`config.mk`:
```
export PLATFORM = sky130hd
export DESIGN_NAME = dsm_symbol_mapper
export DESIGN_NICKNAME = d
export VERILOG_FILES = /design/src/common/dsm_pkg.sv /design/src/rtl/dsm_symbol_mapper.sv
export SDC_FILE = /design/constraint.sdc
export NUM_CORES = 1
export LEC_CHECK = 0
export BUFFER_PORTS_ARGS = -buffer_cell sky130_fd_sc_hd__buf_2
export CAP_MARGIN = 30
export CORE_MARGIN = 1
export CORE_UTILIZATION = 25
export DETAILED_ROUTE_END_ITERATION = 8
export PLACE_DENSITY = 0.48
export SYNTH_ARGS = -nofsm -noshare
export SYNTH_HDL_FRONTEND = slang
export SYNTH_SLANG_ARGS = --single-unit
```
`constraint.sdc`:
```
create_clock -name clk_sys -period 7.48 [get_ports clk_sys]
set_input_delay 0.374 -clock clk_sys [delete_from_list [all_inputs] [get_ports clk_sys]]
set_output_delay 0.374 -clock clk_sys [all_outputs]
set_load 0.03 [all_outputs]
```
`src/common/dsm_pkg.sv`:
```
// Notes on behaviour
// - Rates 1, 2, 5.5, 11 Mbps; preamble DBPSK, header/payload switch automatically.
// - 1 Mbps: I and Q equal, or opposite once a 2 Mbps header leaves the phase odd; differential bit, spread by 11-chip Barker.
// - 2 Mbps: differential dibits, one bit to I, one to Q, Barker spread.
// - Dibit phase change: 00 0, 01 +90, 11 +180, 10 -90, counterclockwise.
// - Chips pass through a tap-coefficient FIR shaping filter.
// - A config bit selects a wider main lobe filter shape.
// - CCK symbols spread into eight complex chips.
// - CCK chip phases follow the complementary code word formula.
// - CCK chips go out index 0 first, reference-phase chip last.
// - CCK p1 is differential against the previous symbol p1.
// - p1 dibit map as DQPSK; odd symbols get an extra pi.
// - Payload symbols count from zero, so payload starts even.
// - 5.5 Mbps: 4-bit groups, two bits p1, two bits select code word.
// - 5.5 Mbps: p2 = d2*pi + pi/2, p3 = 0, p4 = d3*pi.
// - 11 Mbps: eight bits, first dibit p1, then p2, p3, p4.
// - p2..p4 dibits are binary coded: 00 0, 01 pi/2, 10 pi, 11 3pi/2.
// - Measured transmit power is digitized and held for the MAC to read.
`default_nettype none
package dsm_pkg;
  typedef enum logic [1:0] {
    RATE_1M = 2'h0,
    RATE_2M = 2'h1,
    RATE_5M5 = 2'h2,
    RATE_11M = 2'h3
  } dsm_rate_t;
  typedef enum logic [1:0] {
    SEG_PREAMBLE = 2'h0,
    SEG_HEADER = 2'h1,
    SEG_PAYLOAD = 2'h2
  } dsm_seg_t;
  typedef struct packed {
    dsm_seg_t seg;
    logic data;
  } dsm_bit_t;
  localparam int SAMPLE_W = 12;
  typedef struct packed {
    logic signed [SAMPLE_W-1:0] i;
    logic signed [SAMPLE_W-1:0] q;
  } dsm_iq_t;
  // Bits consumed per symbol in each mode
  localparam logic [3:0] BITS_1M = 4'h1;
  localparam logic [3:0] BITS_2M = 4'h2;
  localparam logic [3:0] BITS_5M5 = 4'h4;
  localparam logic [3:0] BITS_11M = 4'h8;
  // Barker chips, bit set where the chip is -1, index 0 sent first
  localparam logic [10:0] BARKER_NEG = 11'h712;
  localparam logic [3:0] BARKER_LAST = 4'hA;
  localparam logic [3:0] CCK_LAST = 4'h7;
  // Phase in quarter turns
  localparam logic [1:0] PH_ZERO = 2'h0;
  localparam logic [1:0] PH_QUARTER = 2'h1;
  localparam logic [1:0] PH_HALF = 2'h2;
  localparam logic [2:0] CCK_NEG_A = 3'h3;
  localparam logic [2:0] CCK_NEG_B = 3'h6;
  localparam int FIR_TAPS = 8;
  localparam int COEF_W = 8;
  localparam logic signed [COEF_W-1:0] FIR_STD [FIR_TAPS] =
    '{8'h04, 8'h0C, 8'h1C, 8'h30, 8'h30, 8'h1C, 8'h0C, 8'h04};
  localparam logic signed [COEF_W-1:0] FIR_WIDE [FIR_TAPS] =
    '{8'h00, 8'h06, 8'h20, 8'h3C, 8'h3C, 8'h20, 8'h06, 8'h00};
  localparam int PWR_MEAS_W = 6;
  localparam int PWR_LEVEL_W = 7;
endpackage : dsm_pkg
`default_nettype wire

```
`src/rtl/dsm_symbol_mapper.sv`:
```
`default_nettype none
module dsm_symbol_mapper #(
  parameter int MEAS_W = dsm_pkg::PWR_MEAS_W,
  parameter int LEVEL_W = dsm_pkg::PWR_LEVEL_W
) (
  input wire logic clk_sys,
  input wire logic resetn,
  input wire logic tx_start,
  input wire logic in_valid,
  input wire dsm_pkg::dsm_bit_t in_sym,
  output logic in_ready,
  input wire dsm_pkg::dsm_rate_t payload_rate,
  input wire logic header_short,
  input wire logic tx_filter_select_config,
  input wire logic [MEAS_W-1:0] tx_power_adc,
  output logic [MEAS_W-1:0] tx_power_measurement,
  input wire logic [LEVEL_W-1:0] tx_power_level_request,
  output logic [LEVEL_W-1:0] tx_power_level,
  output logic chip_valid,
  output logic out_valid,
  output dsm_pkg::dsm_iq_t out_iq
);
  import dsm_pkg::*;

  typedef enum logic [1:0] {
    ST_GATHER = 2'b01,
    ST_SEND = 2'b10
  } dsm_state_t;

  dsm_state_t state;
  dsm_state_t next_state;
  dsm_rate_t sym_mode;
  logic [7:0] sym_bits;
  logic [3:0] bit_cnt;
  logic [3:0] chip_idx;
  logic [1:0] phase;
  logic [1:0] p2;
  logic [1:0] p3;
  logic [1:0] p4;
  logic payload_odd;

  // Symbol assembly
  dsm_rate_t bit_mode;
  dsm_rate_t cur_mode;
  logic [3:0] need;
  logic [3:0] bit_cnt_inc;
  logic [7:0] bits_now;
  logic take;
  logic last_bit;

  assign bit_mode = (in_sym.seg == SEG_PREAMBLE) ? RATE_1M :
                    (in_sym.seg == SEG_HEADER) ? (header_short ? RATE_2M : RATE_1M) :
                    payload_rate;
  assign cur_mode = (bit_cnt == 4'h0) ? bit_mode : sym_mode;
  assign need = (cur_mode == RATE_1M) ? BITS_1M :
                (cur_mode == RATE_2M) ? BITS_2M :
                (cur_mode == RATE_5M5) ? BITS_5M5 : BITS_11M;
  // A packet start blocks intake for one cycle so no bit meets stale state
  assign in_ready = (state == ST_GATHER) && !tx_start;
  assign take = in_valid && in_ready;
  assign bit_cnt_inc = 4'(bit_cnt + 4'h1);
  assign last_bit = take && (bit_cnt_inc == need);

  always_comb begin
    bits_now = sym_bits;
    bits_now[bit_cnt[2:0]] = in_sym.data;
  end

  // Phase change of the reference phase
  logic [1:0] dq_step;
  logic [1:0] dphi;
  logic [1:0] new_phase;
  logic is_cck;
  logic odd_rot;

  assign is_cck = (cur_mode == RATE_5M5) || (cur_mode == RATE_11M);
  assign dq_step = {bits_now[0], bits_now[0] ^ bits_now[1]};
  assign odd_rot = is_cck && payload_odd;
  assign dphi = (cur_mode == RATE_1M) ? {bits_now[0], 1'b0} :
                (cur_mode == RATE_2M) ? dq_step :
                2'(dq_step + (odd_rot ? PH_HALF : PH_ZERO));
  // One reference carries across rate changes into the CCK payload
  assign new_phase = 2'(phase + dphi);

  // Code word phases for CCK
  logic [1:0] next_p2;
  logic [1:0] next_p3;
  logic [1:0] next_p4;

  assign next_p2 = (cur_mode == RATE_5M5) ? {bits_now[2], 1'b1} : {bits_now[2], bits_now[3]};
  assign next_p3 = (cur_mode == RATE_5M5) ? PH_ZERO : {bits_now[4], bits_now[5]};
  assign next_p4 = (cur_mode == RATE_5M5) ? {bits_now[3], 1'b0} : {bits_now[6], bits_now[7]};

  // Chip generation
  logic send_cck;
  logic [2:0] cidx;
  logic [1:0] barker_q;
  logic [1:0] cck_q;
  logic [1:0] chip_q;
  logic chip_last;
  logic i_neg;
  logic q_neg;

  assign send_cck = (sym_mode == RATE_5M5) || (sym_mode == RATE_11M);
  assign cidx = chip_idx[2:0];
  assign barker_q = 2'(phase + (BARKER_NEG[chip_idx] ? PH_HALF : PH_ZERO));
  assign cck_q = 2'(phase
                    + (cidx[0] ? PH_ZERO : p2)
                    + (cidx[1] ? PH_ZERO : p3)
                    + (cidx[2] ? PH_ZERO : p4)
                    + ((cidx == CCK_NEG_A || cidx == CCK_NEG_B) ? PH_HALF : PH_ZERO));
  assign chip_q = send_cck ? cck_q : barker_q;
  assign chip_last = chip_idx == (send_cck ? CCK_LAST : BARKER_LAST);
  assign chip_valid = (state == ST_SEND);
  // Constellation rotated by 45 degrees so every chip is a plain +-1 pair
  assign i_neg = chip_q[1] ^ chip_q[0];
  assign q_neg = chip_q[1];

  always_comb begin
    case (state)
      ST_GATHER: next_state = last_bit ? ST_SEND : ST_GATHER;
      ST_SEND: next_state = chip_last ? ST_GATHER : ST_SEND;
      default: next_state = ST_GATHER;
    endcase
  end

  always_ff @(posedge clk_sys) begin
    if (!resetn || tx_start) begin
      state <= ST_GATHER;
    end else begin
      state <= next_state;
    end
  end

  always_ff @(posedge clk_sys) begin
    if (!resetn || tx_start) begin
      bit_cnt <= 4'h0;
      sym_bits <= 8'h00;
      sym_mode <= RATE_1M;
    end else if (last_bit) begin
      bit_cnt <= 4'h0;
      sym_bits <= bits_now;
      sym_mode <= cur_mode;
    end else if (take) begin
      bit_cnt <= bit_cnt_inc;
      sym_bits <= bits_now;
      sym_mode <= cur_mode;
    end
  end

  always_ff @(posedge clk_sys) begin
    if (!resetn || tx_start) begin
      phase <= PH_ZERO;
      payload_odd <= 1'b0;
      p2 <= PH_ZERO;
      p3 <= PH_ZERO;
      p4 <= PH_ZERO;
    end else if (last_bit) begin
      phase <= new_phase;
      p2 <= next_p2;
      p3 <= next_p3;
      p4 <= next_p4;
      if (in_sym.seg == SEG_PAYLOAD) begin
        payload_odd <= !payload_odd;
      end
    end
  end

  always_ff @(posedge clk_sys) begin
    if (!resetn || tx_start) begin
      chip_idx <= 4'h0;
    end else if (state == ST_SEND) begin
      chip_idx <= chip_last ? 4'h0 : 4'(chip_idx + 4'h1);
    end
  end

  // Shaping filter; each delay stage holds {chip present, chip negative}
  logic [2*FIR_TAPS-1:0] dl_i;
  logic [2*FIR_TAPS-1:0] dl_q;
  logic signed [SAMPLE_W-1:0] term_i [FIR_TAPS];
  logic signed [SAMPLE_W-1:0] term_q [FIR_TAPS];
  logic signed [SAMPLE_W-1:0] next_sum_i;
  logic signed [SAMPLE_W-1:0] next_sum_q;
  logic [FIR_TAPS-1:0] tap_active;

  always_ff @(posedge clk_sys) begin
    if (!resetn) begin
      dl_i <= '0;
      dl_q <= '0;
    end else begin
      dl_i <= {dl_i[2*FIR_TAPS-3:0], chip_valid, chip_valid & i_neg};
      dl_q <= {dl_q[2*FIR_TAPS-3:0], chip_valid, chip_valid & q_neg};
    end
  end

  genvar k;
  for (k = 0; k < FIR_TAPS; k++) begin : g_tap
    logic signed [SAMPLE_W-1:0] coef;
    // Wide shape gains bandwidth and about 1.6 dB of output power
    assign coef = SAMPLE_W'(tx_filter_select_config ? FIR_WIDE[k] : FIR_STD[k]);
    assign tap_active[k] = dl_i[2*k+1];
    assign term_i[k] = !dl_i[2*k+1] ? '0 : (dl_i[2*k] ? -coef : coef);
    assign term_q[k] = !dl_q[2*k+1] ? '0 : (dl_q[2*k] ? -coef : coef);
  end

  always_comb begin
    next_sum_i = '0;
    next_sum_q = '0;
    for (int t = 0; t < FIR_TAPS; t++) begin
      next_sum_i = SAMPLE_W'(next_sum_i + term_i[t]);
      next_sum_q = SAMPLE_W'(next_sum_q + term_q[t]);
    end
  end

  always_ff @(posedge clk_sys) begin
    if (!resetn) begin
      out_iq <= '0;
      out_valid <= 1'b0;
    end else begin
      out_iq.i <= next_sum_i;
      out_iq.q <= next_sum_q;
      out_valid <= |tap_active;
    end
  end

  // Power measurement from the converter; the word must be held steady
  // for two clocks since the bits are synchronised independently
  logic [MEAS_W-1:0] adc_meta;
  logic [MEAS_W-1:0] adc_sync;

  always_ff @(posedge clk_sys) begin
    if (!resetn) begin
      adc_meta <= '0;
      adc_sync <= '0;
      tx_power_measurement <= '0;
      tx_power_level <= '0;
    end else begin
      adc_meta <= tx_power_adc;
      adc_sync <= adc_meta;
      tx_power_measurement <= adc_sync;
      tx_power_level <= tx_power_level_request;
    end
  end
endmodule : dsm_symbol_mapper
`default_nettype wire

```
==> results of run 1 <==
==> worst min-delay path by stage <==
stage | start | to | slack (ns) | depth (start not counted)
finish | tx_power_level_request[4] | tx_power_level[4] | 0.22 | 2
global placement | adc_sync[3] | tx_power_measurement[3] | 0.41 | 1
CTS | tx_power_level_request[4] | tx_power_level[4] | 0.20 | 2
global route | tx_power_level_request[0] | tx_power_level[0] | 0.20 | 2
floorplan | adc_meta[0] | adc_sync[0] | 0.41 | 1
detailed placement | adc_meta[0] | adc_sync[0] | 0.42 | 1
==> synthesized netlist by cell type, types with 6 or more instances <==
cell type / instances / area (µm²)
inv_1: 120 / 450
dfxtp_1: 101 / 2020
fa_1: 71 / 1420
and2_1: 65 / 407
nor2_1: 39 / 146
nand2_1: 33 / 124
ha_1: 31 / 388
a21oi_1: 21 / 105
nand2b_1: 21 / 131
nor2b_1: 18 / 113
clkbuf_1: 15 / 56.3
mux2i_1: 13 / 130
nand3_1: 13 / 65.1
o21ai_0: 13 / 65.1
xnor2_1: 13 / 114
nor3_1: 8 / 40.0
xor2_1: 8 / 70.1
a211oi_1: 7 / 52.6
a21boi_0: 6 / 45.0
==> flip-flops by register name (all words and copies together), names as in the netlist, 6 cells and up, named ones only <==
| name | flops |
|---|---|
| out_iq | 21 |
| adc_sync | 6 |
| tx_power_level | 7 |
| sym_bits | 8 |
| tx_power_measurement | 6 |
| dl_q | 8 |
| dl_i | 16 |
| adc_meta | 6 |
==> routing by layer <==
metal  wire, µm  track usage [%]  vias up
li1           -                -     2202
met1       6650             14.8     2003
met2       5630             16.7       73
met3        557             2.27        7
met4        148             3.31        0
met5          0                0        -
==> final cells by class <==
class	instances	area [µm²]	area share, %
Clock buffer	9	225	3.05
Clock inverter	7	90.1	1.22
Inverter	121	454	6.15
Multi-Input combinational cell	430	3850	52.1
Sequential cell	101	2020	27.4
Tap cell	330	413	5.59
Timing Repair Buffer	64	335	4.54
==> logic make-up (layout without fill, tap and decap cells) <==
| kind of cell | after synthesis | count (layout) | synth area share [%] |
|---|---|---|---|
| AOI/OAI and AO/OA | 70 | 70 | 7.18 |
| and+or+nand+nor | 220 | 220 | 18.9 |
| buffers and inverters | 145 | 201 | 9.01 |
| adders and majority gates | 102 | 102 | 28.1 |
| DFF | 101 | 101 | 31.4 |
| xor gates and xnor gates | 22 | 22 | 3.20 |
| other | 1 | 2 | 0.0582 |
| muxes | 14 | 14 | 2.25 |
==> where the power goes <==
group	leakage (nW)	total [mW]	switching [mW]	internal, mW
Combinational	2.46	0.0618	0.0405	0.0213
Sequential	0.819	0.548	0.00346	0.545
Clock	0.148	0.493	0.252	0.241
Total	3.42	1.10	0.296	0.807
==> metrics by stage <==
stage | hold WS, ns | setup WS [ns]
3_3_place_gp | 0.414 | 2.43
5_1_grt | 0.204 | 2.23
6_report | 0.221 | 2.64
4_1_cts | 0.204 | 2.61
2_1_floorplan | 0.412 | 3.01
3_5_place_dp | 0.418 | 2.32
==> critical path, cell delays in order (launching register included) <==
cell,delay [ns]
dfxtp_1,0.34
nor2b_1,0.20
and2_1,0.27
inv_1,0.13
fa_1,0.55
inv_1,0.05
fa_1,0.50
fa_1,0.54
inv_1,0.05
fa_1,0.46
inv_1,0.07
ha_1,0.21
inv_1,0.07
fa_1,0.37
nor2b_1,0.16
o21ai_0,0.12
a21boi_0,0.24
o21ai_0,0.12
a21boi_0,0.20
nor3_1,0.07
==> impl_metrics.py, run 1 <==
metrics = {
    "status": {
        "outcome": "completed",
    },
    "detailed_routing": {
        "ant_nets": 0,
        "wl_mm": 13.0,
        "vias_per_cell": 4.03,
        "drt_iter0_drc": 165,
        "firstDrtPassIters": 4,
        "vias": 4285,
        "wl_per_cell_um": 12.2,
        "drc": 0,
    },
    "placed_design": {
        "place_hpwl_mm": 9.79,
        "gp_congestion": 0.749,
        "placed_cell_area_mm2": 0.00706,
        "place_inst": 1045,
        "io_buffers": 61,
    },
    "clock_network": {
        "cts-root-buf": "clkbuf_16",
        "cts_buffer_depth": 2,
        "post_cts_buffers": 0,
        "cts_tree": "done",
        "cts_hold_buf": 0,
        "cts.reportedPaths.clkPinSlew_ns": 0.08,
        "htreeDepth": 3,
        "cts_resized": 0,
        "numCtsBuffers": 9,
        "insertion_delay_ns": 0.37,
        "cts.sinks": 101,
    },
    "flow_run": {
        "drv_cap": 0,
    },
    "logic_synthesis": {
        "ys_warn_count": 0,
        "synthArstFlopShare_pct": 0,
        "synthFlopType": "dfxtp_1",
        "synth_edf_count": 0,
        "ys_seq_elements": 101,
        "ys_types": 56,
        "syn_avg_cell_area_um2": 9.55,
        "syn-instance-count": 675,
        "syn_area_mm2": 0.00645,
        "yosysSeqAreaShare_pct": 31.4,
    },
    "die": {
        "dieArea_mm2": 0.0264,
        "die_height_um": 163,
        "die_width_um": 163,
        "rows": 58,
        "num_io_pins": 64,
        "core_mm2": 0.0253,
        "start_util_pct": 25.5,
    },
    "critical_path": {
        "cp_data_required_time_ns": 7.71,
        "cp-start-kind": "flip-flop",
        "rr_endpoint": "out_iq[10]",
        "crit_end": "out_iq[10]",
        "path_class": "reg -> reg",
        "r2r-start": "dl_i[15]",
        "critPathLaunch": "dl_i[15]",
        "rrSetupSlack_ns": 2.64,
        "arrival_ns": 5.06,
        "cp_max_fo": 3,
        "reg2reg_depth": 19,
        "end_kind": "flip-flop",
    },
    "finish": {
        "final_cells": 1062,
        "final_common_cell": "inv_1",
        "areaGrowthSynthToFinish_pct": 14.6,
        "antennaDiodeCount": 0,
        "post-route-cell-area_mm2": 0.00739,
        "mostFrequentLayoutCells": "inv_1 (120), dfxtp_1 (101), fa_1 (71)",
        "nNetsFinal": 853,
        "drive_gt1_share_pct": 12.2,
        "fin_util_pct": 29.3,
        "fillers": 2704,
    },
    "sta": {
        "grt_setup_unrepaired": "no",
        "slew-limit-headroom_pct": 49.3,
        "finalMaxSlewViolations": 0,
        "final-hold-violation-count": 0,
        "period_needed_ns": 4.84,
        "worst_pin_slew_ns": 0.756,
        "setup_viol": 0,
        "finClkSkew_ns": 0.0179,
        "fin_tns_setup_ns": 0,
        "fmax_mhz": 207,
        "finalCritPeriodShare_pct": 64.6,
    },
    "global_route": {
        "grt-ovfl-total": 0,
        "grt_pass1_wl_mm": 22.2,
        "grt_usage_pct": 10.7,
        "antenna_found_initial": 0,
        "grt_max_degree": 56,
        "grt_pass1_vias": 4329,
    },
    "power_and_ir_drop": {
        "power_per_cell_area_mw_per_mm2": 149,
        "p_leak_nw": 3.42,
        "power_mw": 1.10,
        "irDropWorstVdd_v": 0.0000875,
    },
    "worst_hold_path": {
        "worstHoldPathType": "in -> reg",
    },
}
No activity file was read; power rests on OpenSTA's default activity.
==> run 2, diff against run 1 <==
==> constraint.sdc (replaced) <==
create_clock -name clk_sys -period 4.47 [get_ports clk_sys]
set_input_delay 0.2235 -clock clk_sys [delete_from_list [all_inputs] [get_ports clk_sys]]
set_output_delay 0.2235 -clock clk_sys [all_outputs]
set_load 0.03 [all_outputs]
==> impl_metrics.py, run 2 (synthesis results as in run 1) <==
metrics = {
    "finish": {
        "areaGrowthSynthToFinish_pct": 20.7,
        "top_regs": "out_iq (21), dl_i (16)",
        "regMostFlops": "out_iq",
        "final_cells": 1101,
        "final_common_cell": "inv_1",
        "nNetsFinal": 892,
        "mostFrequentLayoutCells": "inv_1 (112), dfxtp_1 (97), and2_1 (62), fa_1 (62), buf_2 (61)",
        "post-route-cell-area_mm2": 0.00778,
        "largest_register_ffs": 21,
        "drive_gt1_share_pct": 21.5,
        "antennaDiodeCount": 0,
    },
    "die": {
        "num_io_pins": 64,
        "die_height_um": 163,
        "core_mm2": 0.0253,
        "die_width_um": 163,
        "dieArea_mm2": 0.0264,
        "rows": 58,
        "start_util_pct": 25.5,
    },
    "critical_path": {
        "cp-start-kind": "flip-flop",
        "cp_data_required_time_ns": 4.75,
        "path_class": "reg -> reg",
        "rrSetupSlack_ns": 0.18,
        "arrival_ns": 4.57,
        "cp_max_fo": 2,
        "end_kind": "flip-flop",
    },
    "detailed_routing": {
        "firstDrtPassIters": 4,
        "wl_mm": 13.4,
        "wl_per_cell_um": 12.2,
        "vias_per_cell": 3.99,
        "drc": 0,
        "vias": 4393,
        "ant_nets": 0,
        "drt_iter0_drc": 133,
    },
    "sta": {
        "period_needed_ns": 4.29,
        "fmax_mhz": 233,
        "finalMaxSlewViolations": 0,
        "hold-worst-slack_ns": 0.0755,
        "slew-limit-headroom_pct": 34.2,
        "fin_tns_setup_ns": 0,
        "finalCritPeriodShare_pct": 96.0,
        "worst_pin_slew_ns": 0.988,
        "grt_setup_unrepaired": "yes",
        "final-hold-violation-count": 0,
        "setup_viol": 0,
        "finClkSkew_ns": 0.0129,
    },
    "global_route": {
        "grt_max_degree": 41,
        "grt_pass1_vias": 4547,
        "antenna_found_initial": 0,
        "grt_pass1_wl_mm": 22.9,
        "grt-ovfl-total": 0,
        "grt_usage_pct": 11.1,
    },
    "power_and_ir_drop": {
        "switching_share_pct": 26.6,
        "p_sw_uw": 488,
        "p_leak_nw": 3.61,
        "combPwrFrac_pct": 5.7,
        "pwr-share-seq_pct": 50.0,
        "irDropWorstVdd_v": 0.000153,
        "internal-power_mw": 1.35,
        "pwr-share-clk_pct": 44.3,
        "power_mw": 1.83,
        "power_per_cell_area_mw_per_mm2": 236,
    },
    "clock_network": {
        "cts.reportedPaths.clkPinSlew_ns": 0.08,
        "htreeDepth": 3,
        "cts_buffer_depth": 2,
        "numCtsBuffers": 9,
        "cts.sinks": 101,
        "cts-root-buf": "clkbuf_16",
        "insertion_delay_ns": 0.36,
        "cts_tree": "done",
    },
    "worst_hold_path": {
        "worstHoldPathType": "in -> reg",
    },
    "flow_run": {
        "drv_cap": 0,
    },
    "placed_design": {
        "placed_cell_area_mm2": 0.00732,
        "place_inst": 1080,
        "gp_congestion": 0.773,
        "io_buffers": 61,
        "place_hpwl_mm": 10.3,
    },
    "status": {
        "outcome": "completed",
    },
}
## run 2: through the flow
stage                     setup slack [ns]  util (%)
after floorplan                     0.0497         -
after global placement              -0.127      29.0
after detailed placement            -0.210      29.0
after CTS                         0.000238      30.3
after global routing               -0.0646      30.8
final                                0.180      30.8
## run 2: what timing repair did
item	4_1_cts	5_1_grt
hold buffers	0	0
gates resized for setup	10	38
hold endpoints to repair	0	0
setup endpoints to repair	6	8
setup buffers	1	4
pin swaps	7	28
## run 2: layout make-up
cell class | count | area, µm²
flip-flops and latches | 101 | 2030
multi-input cells | 430 | 3960
clock inverters | 7 | 73.8
fillers | 2666 | 17500
repair buffers | 103 | 624
well taps | 330 | 413
clock buffers | 9 | 225
inverters | 121 | 454
## run 2: layer usage
layer / track usage, % / vias up / share of wire (%)
met2: 17.6 / 58 / 44
met3: 1.68 / 10 / 2.3
met5: 0 / - / 0
met1: 15.3 / 2043 / 53
li1: - / 2282 / -
met4: 3.82 / 0 / 1.2
## run 2: worst max-delay path, stage by stage, from the launching register on
cell	delay [ns]
dfxtp_2	0.32
nor2b_4	0.12
and2_4	0.16
buf_4	0.14
fa_1	0.44
fa_1	0.51
fa_1	0.51
inv_2	0.04
fa_1	0.46
inv_1	0.07
ha_2	0.21
inv_2	0.05
fa_2	0.40
nor2b_4	0.14
o21ai_2	0.07
a21boi_2	0.16
o21ai_1	0.09
nor3b_1	0.14
nor3_1	0.17
## run 2: power by group through the flow
stage	Sequential (mW)	Clock [mW]	Combinational, mW
after floorplan	0.947	0	0.0635
after global placement	0.939	0	0.107
after detailed placement	0.939	0	0.107
after CTS	0.918	0.850	0.107
after global routing	0.920	0.890	0.119
final	0.918	0.812	0.105
## run 2: final timing paths
kind                                 startpoint     endpoint  cells past startpoint
worst min-delay path            tx_power_adc[1]  adc_meta[1]                      2
worst max-delay path                   dl_i[15]   out_iq[10]                     18
worst min register to register      adc_meta[0]  adc_sync[0]                      1
worst max register to register         dl_i[15]   out_iq[10]                     18
